--- config.mk ---
export PLATFORM = sky130hd
export DESIGN_NAME = adc_channel_sequencer
export DESIGN_NICKNAME = d
export VERILOG_FILES = /design/src/logic/adc_seq_pkg.sv /design/src/logic/channel_decode.sv /design/src/logic/conv_timer.sv /design/src/logic/adc_channel_sequencer.sv
export VERILOG_INCLUDE_DIRS = /design/src /design/src/logic
export SDC_FILE = /design/constraint.sdc
export NUM_CORES = 1
export LEC_CHECK = 0
export ABC_AREA = 1
export BUFFER_PORTS_ARGS = -buffer_cell sky130_fd_sc_hd__buf_2
export CORE_MARGIN = 2
export CORE_UTILIZATION = 50
export DETAILED_ROUTE_END_ITERATION = 10
export GPL_TIMING_DRIVEN = 0
export PLACE_DENSITY = 0.73
export SLEW_MARGIN = 10
export SYNTH_ARGS = -nofsm -noshare
export SYNTH_HDL_FRONTEND = slang
export SYNTH_SLANG_ARGS = --single-unit
export TNS_END_PERCENT = 30
--- constraint.sdc ---
create_clock -name i_ref_clk -period 3.5 [get_ports i_ref_clk]
set_input_delay 0.35 -clock i_ref_clk [delete_from_list [all_inputs] [get_ports i_ref_clk]]
set_output_delay 0.35 -clock i_ref_clk [all_outputs]
set_load 0.01 [all_outputs]
--- src/logic/adc_seq_map.svh ---
`ifndef ADC_SEQ_MAP_SVH
`define ADC_SEQ_MAP_SVH

// Control word layout and reset value
`define ADC_CTRL_W 12
`define ADC_CHAN_MSB 7
`define ADC_CHAN_LSB 5
`define ADC_MODE_MSB 4
`define ADC_MODE_LSB 3
`define ADC_MASK_SELECT_BIT 2
`define ADC_SEQ_BIT 1
`define ADC_CTRL_RST 12'h000

// Channel mask
`define ADC_MASK_W 8
`define ADC_MASK_RST 8'h00
`define ADC_PAIR_EVEN 8'h55
`define ADC_SEVEN_USE 8'h7F
`define ADC_COMMON_NEG 3'h7

// Conversion timing in conversion-clock periods
`define ADC_CONV_PERIODS 4'hD
`define ADC_LAST_PERIOD 4'hC

`endif

--- src/logic/adc_seq_pkg.sv ---
package adc_seq_pkg;

  typedef enum logic [1:0] {
    MODE_SINGLE = 2'h0,
    MODE_PSEUDO_FOUR = 2'h1,
    MODE_FULL_DIFF = 2'h2,
    MODE_PSEUDO_SEVEN = 2'h3
  } input_mode_e;

  // Code is {sequencer_enable, mask_select}
  typedef enum logic [1:0] {
    SEQ_OFF = 2'h0,
    SEQ_ARM_MASK = 2'h1,
    SEQ_KEEP = 2'h2,
    SEQ_CONSEC = 2'h3
  } seq_code_e;

  typedef enum logic [1:0] {
    CONV_IDLE = 2'h1,
    CONV_BUSY = 2'h2
  } conv_phase_e;

  typedef struct packed {
    logic [2:0] pos;
    logic [2:0] neg;
    logic neg_is_ground;
    logic illegal;
  } mux_sel_s;

  typedef struct packed {
    conv_phase_e phase;
    logic [3:0] periods;
    logic done;
    logic abort;
    logic unsafe;
  } timer_state_s;

  typedef struct packed {
    logic wr_n_m;
    logic wr_n_s;
    logic wr_n_p;
    logic cs_n_m;
    logic cs_n_s;
    logic [11:0] data_m;
    logic [11:0] data_s;
    logic cst_m;
    logic cst_s;
    logic cst_p;
    logic ck_m;
    logic ck_s;
    logic ck_p;
    logic [11:0] ctrl;
    logic [7:0] mask;
    logic arm;
    logic seq_on;
    logic started;
    logic [2:0] ptr;
    logic [2:0] chan;
    mux_sel_s sel;
  } seq_state_s;

endpackage : adc_seq_pkg

--- src/logic/channel_decode.sv ---
`timescale 1ns/100ps
`include "adc_seq_map.svh"

module channel_decode (
  input wire logic [2:0] i_chan,                   // Channel-select value
  input wire adc_seq_pkg::input_mode_e i_mode,     // Input configuration
  output adc_seq_pkg::mux_sel_s o_sel              // Positive and negative mux sides
);

  always_comb begin
    o_sel.pos = i_chan;
    o_sel.neg = i_chan;
    o_sel.neg_is_ground = 1'b0;
    o_sel.illegal = 1'b0;
    unique case (i_mode)
      adc_seq_pkg::MODE_SINGLE: begin
        o_sel.neg_is_ground = 1'b1;
      end
      adc_seq_pkg::MODE_FULL_DIFF,
      adc_seq_pkg::MODE_PSEUDO_FOUR: begin
        o_sel.neg = {i_chan[2:1], ~i_chan[0]};
      end
      adc_seq_pkg::MODE_PSEUDO_SEVEN: begin
        o_sel.neg = `ADC_COMMON_NEG;
        o_sel.illegal = (i_chan == `ADC_COMMON_NEG);
      end
    endcase
  end

endmodule : channel_decode

--- src/logic/conv_timer.sv ---
`timescale 1ns/100ps
`include "adc_seq_map.svh"

module conv_timer (
  input wire logic i_ref_clk,     // System clock
  input wire logic i_rst_b,       // Async reset, active low
  input wire logic i_start,       // Conversion-start falling edge, pulse
  input wire logic i_start_rise,  // Conversion-start rising edge, pulse
  input wire logic i_clk_fall,    // Conversion clock falling edge, pulse
  input wire logic i_clk_high,    // Conversion clock level
  output logic o_busy,            // Conversion in progress
  output logic o_done,            // Conversion completed, pulse
  output logic o_abort,           // Conversion cut short, pulse
  output logic o_unsafe           // Aborted at half period, reprogramming unsafe
);

  adc_seq_pkg::timer_state_s q, d;

  always_comb begin
    d = q;
    d.done = 1'b0;
    d.abort = 1'b0;
    if (i_clk_fall || i_start_rise) begin
      d.unsafe = 1'b0;
    end
    unique case (q.phase)
      adc_seq_pkg::CONV_IDLE: begin
        if (i_start) begin
          d.phase = adc_seq_pkg::CONV_BUSY;
          d.periods = 4'h0;
        end
      end
      adc_seq_pkg::CONV_BUSY: begin
        if (i_start) begin
          // A fresh start before the last period ends kills this one
          d.abort = 1'b1;
          d.periods = 4'h0;
          if (q.periods == `ADC_LAST_PERIOD && i_clk_high) begin
            d.unsafe = 1'b1;
          end
        end else if (i_clk_fall) begin
          if (q.periods == `ADC_LAST_PERIOD) begin
            d.done = 1'b1;
            d.phase = adc_seq_pkg::CONV_IDLE;
          end else begin
            d.periods = q.periods + 4'h1;
          end
        end
      end
    endcase
  end

  always_ff @(posedge i_ref_clk or negedge i_rst_b) begin
    if (!i_rst_b) begin
      q <= '{phase: adc_seq_pkg::CONV_IDLE, periods: 4'h0, done: 1'b0,
             abort: 1'b0, unsafe: 1'b0};
    end else begin
      q <= d;
    end
  end

  assign o_busy = (q.phase == adc_seq_pkg::CONV_BUSY);
  assign o_done = q.done;
  assign o_abort = q.abort;
  assign o_unsafe = q.unsafe;

  a_done_after_thirteen: assert property (
    @(posedge i_ref_clk) disable iff (!i_rst_b)
    q.done |-> $past(q.periods) == `ADC_LAST_PERIOD && $past(i_clk_fall))
    else $error("conversion finished without thirteen clock periods");

endmodule : conv_timer

--- src/logic/adc_channel_sequencer.sv ---
// How it works
// - A conversion needs 13 full conversion-clock periods, otherwise it aborts.
// - Single-ended: channel-select picks positive input, negative side is ground.
// - Fully differential: pairs 0/1..6/7, odd select swaps polarity.
// - Four-pair pseudo mode decodes like fully differential.
// - Seven-input pseudo: input n against input 7; select 7 forbidden.
// - Sequencer off: each conversion uses the last written channel-select.
// - Enable 0, mask-select 1: next write loads data lines 0-7 into mask.
// - Enable 1, mask-select 0: update control bits, sequence keeps running.
// - Both set: convert consecutively from channel 0 to the selected channel.
// - Mask is 8-bit write-only, loaded on strobe rise when armed or by a both-set control write.
// - Mask bit n means input n; host sets each wanted input.
// - Each start steps ascending through selected channels, wrapping round.
// - Sequence runs until a control write with code 0,0 or 0,1.
// - Differential sequences convert each pair once, normal polarity only.
// - Control word is 12 bits, write-only, all zero after reset.
// - Select bits 7..5, configuration 4..3, mask-select 2, enable 1.
// - Start falling edge samples, begins conversion and advances sequencer.
`timescale 1ns/100ps
`include "adc_seq_map.svh"

module adc_channel_sequencer (
  input wire logic i_ref_clk,                    // 100 MHz system clock
  input wire logic i_rst_b,                      // Async reset, active low
  input wire logic i_cs_n,                       // Chip select pin, active low
  input wire logic i_wr_n,                       // Write strobe pin, active low
  input wire logic [11:0] i_data,                // Parallel data lines
  input wire logic i_conversion_start_n,         // Conversion start pin
  input wire logic i_conversion_clock_in,        // Conversion clock pin
  output logic [2:0] o_vin_pos,                  // Positive mux input index
  output logic [2:0] o_vin_neg,                  // Negative mux input index
  output logic o_neg_is_ground,                  // Negative side on analog ground
  output logic o_sel_illegal,                    // Forbidden select in use
  output logic [2:0] o_channel,                  // Channel-select of last conversion
  output logic [11:0] o_control_word,            // Control word contents
  output logic o_sequence_on,                    // Sequencer running
  output logic o_conv_busy,                      // Conversion in progress
  output logic o_conv_done,                      // Conversion complete, pulse
  output logic o_conv_abort,                     // Conversion aborted, pulse
  output logic o_reprogram_unsafe                // Half-period abort not yet cleared
);

  adc_seq_pkg::seq_state_s q, d;

  logic wr_rise;
  logic cst_fall;
  logic cst_rise;
  logic ck_fall;
  logic [7:0] cand;
  logic [2:0] conv_chan;
  adc_seq_pkg::seq_code_e code;
  adc_seq_pkg::input_mode_e mode;
  adc_seq_pkg::mux_sel_s dec_sel;
  logic [2:0] first_cand;
  logic [7:0] consec_mask;

  // First channel set in mask strictly after ptr, wrapping round
  function automatic logic [2:0] next_after(input logic [7:0] m, input logic [2:0] ptr);
    logic [2:0] idx;
    logic found;
    next_after = ptr;
    found = 1'b0;
    for (int i = 1; i <= 8; i++) begin
      idx = 3'(ptr + 3'(i));
      if (!found && m[idx]) begin
        next_after = idx;
        found = 1'b1;
      end
    end
  endfunction : next_after

  function automatic logic [7:0] upto_mask(input logic [2:0] last);
    upto_mask = 8'h00;
    for (int i = 0; i < 8; i++) begin
      if (3'(i) <= last) begin
        upto_mask[i] = 1'b1;
      end
    end
  endfunction : upto_mask

  // Sequencer candidates for a configuration
  function automatic logic [7:0] seq_cand(input logic [7:0] m, input logic [1:0] md);
    unique case (md)
      adc_seq_pkg::MODE_FULL_DIFF,
      adc_seq_pkg::MODE_PSEUDO_FOUR: begin
        seq_cand = m & {1'b0, m[7:1]} & `ADC_PAIR_EVEN;
      end
      adc_seq_pkg::MODE_PSEUDO_SEVEN: begin
        seq_cand = m & `ADC_SEVEN_USE;
      end
      default: begin
        seq_cand = m;
      end
    endcase
  endfunction : seq_cand

  // Pins come through two flops; edges look only at the second and third stage
  assign wr_rise = q.wr_n_s && !q.wr_n_p && !q.cs_n_s;
  assign cst_fall = !q.cst_s && q.cst_p;
  assign cst_rise = q.cst_s && !q.cst_p;
  assign ck_fall = !q.ck_s && q.ck_p;
  assign mode = adc_seq_pkg::input_mode_e'(q.ctrl[`ADC_MODE_MSB:`ADC_MODE_LSB]);
  assign code = adc_seq_pkg::seq_code_e'({q.data_s[`ADC_SEQ_BIT], q.data_s[`ADC_MASK_SELECT_BIT]});
  assign cand = seq_cand(q.mask, q.ctrl[`ADC_MODE_MSB:`ADC_MODE_LSB]);
  // Kept as nets so the assertions can look back at them one cycle later
  assign first_cand = next_after(cand, 3'h7);
  assign consec_mask = upto_mask(q.data_s[`ADC_CHAN_MSB:`ADC_CHAN_LSB]);

  always_comb begin
    conv_chan = q.ctrl[`ADC_CHAN_MSB:`ADC_CHAN_LSB];
    if (q.seq_on && cand != 8'h00) begin
      conv_chan = next_after(cand, q.started ? q.ptr : 3'h7);
    end
  end

  channel_decode u_decode (
    .i_chan(conv_chan),
    .i_mode(mode),
    .o_sel(dec_sel)
  );

  always_comb begin
    d = q;
    d.wr_n_m = i_wr_n;
    d.wr_n_s = q.wr_n_m;
    d.wr_n_p = q.wr_n_s;
    d.cs_n_m = i_cs_n;
    d.cs_n_s = q.cs_n_m;
    d.data_m = i_data;
    d.data_s = q.data_m;
    d.cst_m = i_conversion_start_n;
    d.cst_s = q.cst_m;
    d.cst_p = q.cst_s;
    d.ck_m = i_conversion_clock_in;
    d.ck_s = q.ck_m;
    d.ck_p = q.ck_s;
    // A start in the same cycle as a write uses the settings before the write
    if (cst_fall) begin
      d.chan = conv_chan;
      d.sel = dec_sel;
      if (q.seq_on && cand != 8'h00) begin
        d.ptr = conv_chan;
        d.started = 1'b1;
      end
    end
    if (wr_rise) begin
      if (q.arm) begin
        d.mask = q.data_s[7:0];
        d.arm = 1'b0;
        d.seq_on = 1'b1;
        d.started = 1'b0;
      end else begin
        d.ctrl = q.data_s;
        d.arm = (code == adc_seq_pkg::SEQ_ARM_MASK);
        unique case (code)
          adc_seq_pkg::SEQ_KEEP: begin
            d.seq_on = q.seq_on;
          end
          adc_seq_pkg::SEQ_CONSEC: begin
            d.mask = upto_mask(q.data_s[`ADC_CHAN_MSB:`ADC_CHAN_LSB]);
            d.seq_on = 1'b1;
            d.started = 1'b0;
          end
          adc_seq_pkg::SEQ_OFF,
          adc_seq_pkg::SEQ_ARM_MASK: begin
            d.seq_on = 1'b0;
            d.started = 1'b0;
          end
        endcase
      end
    end
  end

  always_ff @(posedge i_ref_clk or negedge i_rst_b) begin
    if (!i_rst_b) begin
      q <= '0;
      q.wr_n_m <= 1'b1;
      q.wr_n_s <= 1'b1;
      q.wr_n_p <= 1'b1;
      q.cs_n_m <= 1'b1;
      q.cs_n_s <= 1'b1;
      q.cst_m <= 1'b1;
      q.cst_s <= 1'b1;
      q.cst_p <= 1'b1;
      q.ctrl <= `ADC_CTRL_RST;
      q.mask <= `ADC_MASK_RST;
      q.sel.neg_is_ground <= 1'b1;
    end else begin
      q <= d;
    end
  end

  conv_timer u_timer (
    .i_ref_clk(i_ref_clk),
    .i_rst_b(i_rst_b),
    .i_start(cst_fall),
    .i_start_rise(cst_rise),
    .i_clk_fall(ck_fall),
    .i_clk_high(q.ck_s),
    .o_busy(o_conv_busy),
    .o_done(o_conv_done),
    .o_abort(o_conv_abort),
    .o_unsafe(o_reprogram_unsafe)
  );

  assign o_vin_pos = q.sel.pos;
  assign o_vin_neg = q.sel.neg;
  assign o_neg_is_ground = q.sel.neg_is_ground;
  assign o_sel_illegal = q.sel.illegal;
  assign o_channel = q.chan;
  assign o_control_word = q.ctrl;
  assign o_sequence_on = q.seq_on;

  a_mask_load: assert property (
    @(posedge i_ref_clk) disable iff (!i_rst_b)
    wr_rise && q.arm |=> q.mask == $past(q.data_s[7:0]) && !q.arm && q.seq_on)
    else $error("mask not loaded on armed write");

  a_mask_unarmed: assert property (
    @(posedge i_ref_clk) disable iff (!i_rst_b)
    wr_rise && !q.arm && code != adc_seq_pkg::SEQ_CONSEC |=> $stable(q.mask))
    else $error("mask changed without arming");

  a_keep_sequence: assert property (
    @(posedge i_ref_clk) disable iff (!i_rst_b)
    wr_rise && !q.arm && code == adc_seq_pkg::SEQ_KEEP |=>
      q.seq_on == $past(q.seq_on) && q.ctrl == $past(q.data_s))
    else $error("keep write disturbed the sequence");

  a_stop_sequence: assert property (
    @(posedge i_ref_clk) disable iff (!i_rst_b)
    wr_rise && !q.arm && (code == adc_seq_pkg::SEQ_OFF || code == adc_seq_pkg::SEQ_ARM_MASK)
      |=> !q.seq_on)
    else $error("sequence survived a stopping write");

  a_single_ground: assert property (
    @(posedge i_ref_clk) disable iff (!i_rst_b)
    cst_fall && mode == adc_seq_pkg::MODE_SINGLE |=> o_neg_is_ground && o_vin_pos == o_channel)
    else $error("single-ended negative side not grounded");

  a_diff_pairing: assert property (
    @(posedge i_ref_clk) disable iff (!i_rst_b)
    cst_fall && mode == adc_seq_pkg::MODE_FULL_DIFF |=>
      !o_neg_is_ground && o_vin_neg == (o_vin_pos ^ 3'h1))
    else $error("differential pair decoded wrongly");

  a_seven_common: assert property (
    @(posedge i_ref_clk) disable iff (!i_rst_b)
    cst_fall && mode == adc_seq_pkg::MODE_PSEUDO_SEVEN |=> o_vin_neg == `ADC_COMMON_NEG)
    else $error("seven-input negative side not on input 7");

  a_seq_even: assert property (
    @(posedge i_ref_clk) disable iff (!i_rst_b)
    cst_fall && q.seq_on && cand != 8'h00 && mode[1] != mode[0] |=> !o_vin_pos[0])
    else $error("differential sequence used swapped polarity");

  a_seq_fixed: assert property (
    @(posedge i_ref_clk) disable iff (!i_rst_b)
    cst_fall && !q.seq_on |=> o_channel == $past(q.ctrl[`ADC_CHAN_MSB:`ADC_CHAN_LSB]))
    else $error("unsequenced conversion ignored channel-select");

  a_seq_ascend: assert property (
    @(posedge i_ref_clk) disable iff (!i_rst_b)
    cst_fall && q.seq_on && q.started && cand != 8'h00 |=>
      q.ptr > $past(q.ptr) || q.ptr == $past(first_cand))
    else $error("sequencer did not step upward or wrap");

  // The control word takes the whole strobed word, unused bits included
  a_ctrl_store: assert property (
    @(posedge i_ref_clk) disable iff (!i_rst_b)
    wr_rise && !q.arm |=> q.ctrl == $past(q.data_s))
    else $error("control word not stored on write");

  // An armed write goes to the mask only, never to the control word
  a_ctrl_kept: assert property (
    @(posedge i_ref_clk) disable iff (!i_rst_b)
    wr_rise && q.arm |=> $stable(q.ctrl))
    else $error("mask write changed the control word");

  a_arm_mask: assert property (
    @(posedge i_ref_clk) disable iff (!i_rst_b)
    wr_rise && !q.arm && code == adc_seq_pkg::SEQ_ARM_MASK |=> q.arm && !q.seq_on)
    else $error("arming write did not arm the mask");

  a_consec_mask: assert property (
    @(posedge i_ref_clk) disable iff (!i_rst_b)
    wr_rise && !q.arm && code == adc_seq_pkg::SEQ_CONSEC |=>
      q.mask == $past(consec_mask) && q.seq_on && !q.started)
    else $error("consecutive sequence not set up from channel 0");

  // First start after a mask load must land on the lowest candidate
  a_seq_first: assert property (
    @(posedge i_ref_clk) disable iff (!i_rst_b)
    cst_fall && q.seq_on && !q.started && cand != 8'h00 |=> o_channel == $past(first_cand))
    else $error("sequence did not begin at its lowest channel");

  a_start_chan: assert property (
    @(posedge i_ref_clk) disable iff (!i_rst_b)
    cst_fall |=> o_channel == $past(conv_chan) && o_conv_busy)
    else $error("start edge did not latch the channel");

  a_pseudo_pairing: assert property (
    @(posedge i_ref_clk) disable iff (!i_rst_b)
    cst_fall && mode == adc_seq_pkg::MODE_PSEUDO_FOUR |=>
      !o_neg_is_ground && o_vin_neg == (o_vin_pos ^ 3'h1))
    else $error("pseudo pair decoded wrongly");

  // Select 7 is a host mistake; the flag lets the system notice it
  a_seven_flag: assert property (
    @(posedge i_ref_clk) disable iff (!i_rst_b)
    cst_fall && mode == adc_seq_pkg::MODE_PSEUDO_SEVEN |=>
      o_sel_illegal == (o_vin_pos == `ADC_COMMON_NEG))
    else $error("forbidden select not flagged");

endmodule : adc_channel_sequencer

==> metrics.txt, run 1 <==
H-Tree Depth 3; most common cell in the netlist nand2_1; Synthesized Nets 464; Area contributors post-synth dfrtp_1, nand2_1, nand3_1; top cell type's share of synthesized area 44.31%; beginning of the critical path q[14]; cell family with most CP delay simple AND/OR/NAND/NOR gates; fin crit share 87.03%; die height 91.64 um; worst setup path endpoint q[13]; # fillers roughly 630; site row count 31; sum of negative setup slack 0 ps; global-route wire length before repair 13,150 um; CORE AREA 7331 um^2; Crit path depth 16; Top Ports 46; max_cap viols 0; Fmax 0.3283 GHz; Cell Chain, Critical Path inv_2, nor2_4, inv_1, ha_1, inv_2, nand3_1, nand3_1, nand2_2, nor2_4, nand4_2, nor2_1, nor2_1, nand3_1, nand3_1, o21ai_0, inv_1; CP Max Fanout 9; number of antenna diodes 0; WP data arrival about 3300 ps; Slew @ Worst Pin approximately 630 ps; fin util 60.57%; Slew Limit Fails 0; Initial DRT Pass Iterations 6; Layout Skew 9.391 ps; Routed WL per cell 12.59 um; RSZ-0062 raised after global routing no; Yosys cell types 38; worst hold path class input pin to flop; slowest CP cell dfrtp_1; vias 3,009; residual DRC count 0; YS warnings 0; Setup CP Type flop to flop; Synth Cell Area 3840 um^2; number of synthesized flops with an enable pin 0; antenna violations before repair 0; Seq/Total Area, Yosys 51.16%; Reg2Reg Depth 16; Worst Hold Depth 1; Die Wd 91.64 um; HPWL after DPL 5708 um; vias in the first global route just under 3,000; number of DRC markers in iteration 0 198; drt via density 4.998; flop2flop setup slack 450 ps; Clock Path Buffers 2; Leak roughly 2.3 nW; Clk pin slew, worst setup/hold paths 80 ps; CP endpoint kind flop; CTS root buffer clkbuf_8; clk_lat worst skew 340 ps; GRT Overall Usage 19.57%; CTS tree done; CTS Sinks 78; CP Launch Type flop; Final Hold Viols 0; Peak VDD IR 0.4200 mV; total grt overflow 0; max_slew headroom 57.65%; crit path buf inv count 4; Post-Synthesis Cells 440; Worst EP required around 3700 ps; port buffer count 45; #FFs+latches synth 78; Final Setup Violations 0; post-route ant nets 0; Nets 522; pre-CTS WS 380.6 ps; Main synth FF type dfrtp_1; pin count of the biggest net entering global routing 60; worst r2r src q[14]; Inserted Clock Buffers 9; commonest cells in the netlist nand2_1, dfrtp_1, nand3_1; pwr dens 835.1 nW/um^2; final instance area approximately 4400 um^2; area delta synth->final 15.64%; reg-to-reg critical path endpoint q[13]; area leader, netlist dfrtp_1; DP Area 4219 um^2; Placer Congestion 0.9060; Initial Util 52.38%; Die ar. 8397 um^2; layout cells sized above 1 26.64%; drt total wl 7580 um; Worst path max stage delay 440 ps; Setup WS post-layout 453.9 ps; Mean Syn Cell Area 8.727 um^2; status finished, final reports clean; Synth async-reset ratio 100.0%; most frequent CP cell nand3_1; Final Critical Period ~3000 ps
-- state kept, by name (all words and copies together) (netlist names) --
register and flops:
code 2, o_neg_is_ground 1, u_timer.o_abort 1, q 27
u_timer.o_unsafe 1, d 19, o_sel_illegal 1, u_timer.o_done 1
u_timer.q 6, o_vin_pos 3, o_sequence_on 1, o_vin_neg 3
o_control_word 12
-- metal layers --
layer  part of all wire, %  vias to the layer above  track usage, %
li1                      -                     1508               -
met1                    43                     1406           23.84
met2                    50                       76           33.88
met3                   3.9                       19           3.451
met4                   2.5                        0           8.838
met5                     0                        -               0
-- where the power goes --
part / leakage, nW / internal [mW] / total [mW] / switching [mW]
clock: 0.106 / 0.387 / 0.690 / 0.303
sequential: 0.928 / 1.04 / 1.14 / 0.101
combinational: 1.28 / 0.685 / 1.87 / 1.19
-- worst min path at each step --
| stage | slack [ps] | startpoint | end |
|---|---|---|---|
| after global placement | 330 | d[53] | q[53] |
| after CTS | 90 | i_data[11] | d[54] |
| after global routing | 90 | i_data[11] | d[54] |
| after detailed placement | 250 | i_rst_b | q[52] |
| final | 100 | i_data[11] | d[54] |
| after floorplan | 50 | i_rst_b | code[0] |
-- logic make-up (layout without fill, tap and decap cells) --
family | after synthesis | in the layout | synth area share, %
XOR/XNOR | 2 | 2 | 0.8474
flip-flops | 78 | 78 | 51.16
AO/OA/AOI/OAI | 46 | 46 | 7.169
adder cells (fa/ha/maj) | 6 | 6 | 1.955
AND/OR/NAND/NOR | 228 | 228 | 28.61
buffers and inverters | 80 | 143 | 10.26
-- worst reg2reg max path, delay by kind of cell (launching register included) --
| kind | cells | cell delay (ps) |
|---|---|---|
| compound gates | 1 | 200 |
| fa+ha+maj | 1 | 430 |
| buf+inv | 4 | 500 |
| flops | 1 | 440 |
| simple gates | 10 | 1360 |
-- cell type report --
type	instances	area, um^2	share of cell area [%]
inverters	54	202.7	4.565
flip-flops and latches	78	1964	44.24
multi-input cells	282	1481	33.36
well taps	99	123.9	2.790
clock inverters	3	42.54	0.9580
plain buffers	26	191.4	4.311
repair buffers	47	265.3	5.974
clock buffers	13	168.9	3.804
-- cells in the final DEF, fill, tap and decap left out, drive strengths merged, types with 2 or more instances in the layout --
cell type	n
nand3	64
a31oi	2
a21oi	8
o21ai	27
buf	69
dfstp	10
nor3	3
ha	6
nand2	123
o22ai	3
dfrtp	68
clkinv	2
nor2	30
inv	53
or2	2
clkbuf	16
nand4	4
-- per-stage QoR --
step	hold slack, ps	cells	total power, mW
final	104.5	602	3.708
after CTS	90.05	602	3.717
after detailed placement	252.1	585	3.021
after global placement	332.1	584	2.958
after floorplan	54.41	440	2.590
after global routing	85.55	602	4.033
-- repair_timing --
item | in CTS | in global routing
hold endpoints to repair | 19 | 0
setup buffers | 0 | 0
hold buffers | 1 | 0
resized for setup | 0 | 1
setup endpoints to repair | 0 | 1
(Power assumes the default switching activity.)
==> run 2: changes to the inputs <==
--- a/config.mk
+++ b/config.mk
@@ -12,7 +12,7 @@
 export CORE_UTILIZATION = 50
 export DETAILED_ROUTE_END_ITERATION = 10
 export GPL_TIMING_DRIVEN = 0
-export PLACE_DENSITY = 0.73
+export PLACE_DENSITY = 0.76
 export SLEW_MARGIN = 10
 export SYNTH_ARGS = -nofsm -noshare
 export SYNTH_HDL_FRONTEND = slang
==> constraint.sdc (replaced) <==
create_clock -name i_ref_clk -period 2.8 [get_ports i_ref_clk]
set_input_delay 0.28 -clock i_ref_clk [delete_from_list [all_inputs] [get_ports i_ref_clk]]
set_output_delay 0.28 -clock i_ref_clk [all_outputs]
set_load 0.01 [all_outputs]
==> run 2 against run 1 <==
Effect of this change: non-clock buffer count increased by 10; first-iteration DRC count decreased by 28%; count of clock-buffer cells in the layout decreased by 3; core utilization increased by 3.4 points; global-route usage increased by 0.46 points; sequential share of layout area decreased by 2.4 points; clock skew decreased by 1.8 ps; critical endpoint is now o_vin_neg[0]; highest routed layer unchanged.
==> metrics.txt, run 2 (synthesized netlist as in run 1, its figures left out) <==
critical hold path startpoint i_conversion_start_n; Placer Congestion 0.9146; number of DRC markers in iteration 0 between 100 and 150; pin count of the biggest net entering global routing 42; max_cap viols 0; status finished, final reports clean; Initial Util between 50% and 60%; reg-to-reg critical path endpoint o_vin_neg[0]; hold path endpoint d[41]; leading cell type in the layout, fill and taps excluded nand2_1; max_slew headroom 57.96%; Slew Limit Fails 0; Peak VDD IR 0.5715 mV; Worst EP required 3080 ps; drt total wl approximately 7900 um; vias slightly above 3,000; worst r2r src o_control_word[4]; Reg2Reg Depth 19; CTS root buffer clkbuf_8; Layout Skew 7.628 ps; Hold Slack 38.46 ps; WP data arrival ~2900 ps; CTS tree done; HPWL after DPL 5816 um; Nets 532; final instance area about 4700 um^2; fin crit share 92.54%; Inserted Clock Buffers 9; H-Tree Depth 3; Final Hold Viols 0; Setup CP Type flop to flop; Clk pin slew, worst setup/hold paths 80 ps; beginning of the critical path o_control_word[4]; max FFs per register 27; Slew @ Worst Pin 628.3 ps; DP Area around 4200 um^2; Biggest register q; Placed Cells 585; global-route wire length before repair approximately 13,000 um; post-route ant nets 0; worst hold path class input pin to flop; sum of negative setup slack 0 ps; site row count 31; vias in the first global route just over 3,000; Pwr Total 5.124 mW; residual DRC count 0; CORE AREA roughly 7300 um^2; pwr dens approximately 1100 nW/um^2; CP Max Fanout 8; layout cells sized above 1 approximately 34%; GRT Overall Usage 20.03%; Worst path max stage delay 390 ps; CTS Sinks 78; Top Ports 46; Die ar. 8397 um^2; CP endpoint kind flop; Final Setup Violations 0; Initial DRT Pass Iterations 4; drt via density a little under 5; slowest CP cell dfrtp_1; area delta synth->final 22.22%; CP Launch Type flop; port buffer count 45; clk_lat worst skew 340 ps; number of antenna diodes 0; total grt overflow 0; Leak 2.396 nW; Routed WL per cell approximately 13 um; Worst Hold Depth 1; Clock Path Buffers 2; Final Non-Filler Cells between 600 and 700; most frequent CP cell nand2_1; most frequent cells in the layout nand2_1, dfrtp_1, inv_1; die height 91.64 um; flop2flop setup slack 210 ps; Die Wd around 92 um; Final Critical Period 2591 ps; Cell Chain, Critical Path inv_1, ha_4, nor2_4, nand2_2, nand3_2, nand3_2, nand3_2, nand2_2, nor2_4, nand4_1, nand2_1, nand2_1, nand2_1, nand2_2, nand2_2, nand3_1, nand2_1, nand3_1, nand2_1; antenna violations before repair 0; Fmax 0.3859 GHz
[run 2: cell count changes in the layout (fill, tap and decap cells not counted), sizes merged]
cell,before,now
buf,69,79
clkbuf,16,13
bufinv,1,2
clkinv,2,3
inv,53,54
[run 2: repair_timing]
action,in CTS,in global routing
buffers inserted,1,9
hold endpoints to repair,37,0
gates resized for setup,2,40
pin swaps,1,12
endpoints found under the setup margin,10,10
hold buffers,1,0
[run 2: how the worst max path moves through the flow]
stage / end / slack [ps] / cells past startpoint
final: o_vin_neg[0] / 210 / 19
after global routing: o_sel_illegal / -50 / 19
after CTS: q[12] / 5 / 18
after detailed placement: q[12] / -290 / 18
after global placement: o_vin_neg[0] / -250 / 18
after floorplan: o_vin_neg[0] / 220 / 18
[run 2: worst max-delay path: cells and delay by family (launching register included)]
kind	cells	cell delay (ps)
adders and majority gates	1	190
and+or+nand+nor	17	1850
buffers and inverters	1	100
DFF	1	390
[run 2: power breakdown]
part	internal, mW	switching [mW]
clock	0.532	0.401
sequential	1.30	0.134
combinational	1.08	1.67
total	2.92	2.21
[run 2: through the flow]
stage	util, %	worst slack [ps]
after floorplan	-	222.8
after global placement	57.14	-247.3
after detailed placement	57.45	-293.3
after CTS	60.88	4.543
after global routing	64.02	-53.87
final	64.02	208.8
[run 2: layer usage]
metal | up-vias | wire (um) | global-route usage [%]
met4 | 0 | 111 | 8.712
met3 | 10 | 196 | 3.287
li1 | 1534 | - | -
met2 | 41 | 4099 | 34.99
met1 | 1441 | 3508 | 24.43
met5 | - | 0 | 0
[run 2: final cells by class]
cell class	instances	area (um^2)
plain buffers	26	191.4
clock buffers	10	137.6
clock inverters	6	93.84
fillers	610	2638
inverters	54	205.2
multi-input cells	282	1643
flip-flops and latches	78	1966
well taps	99	123.9
repair buffers	57	332.8
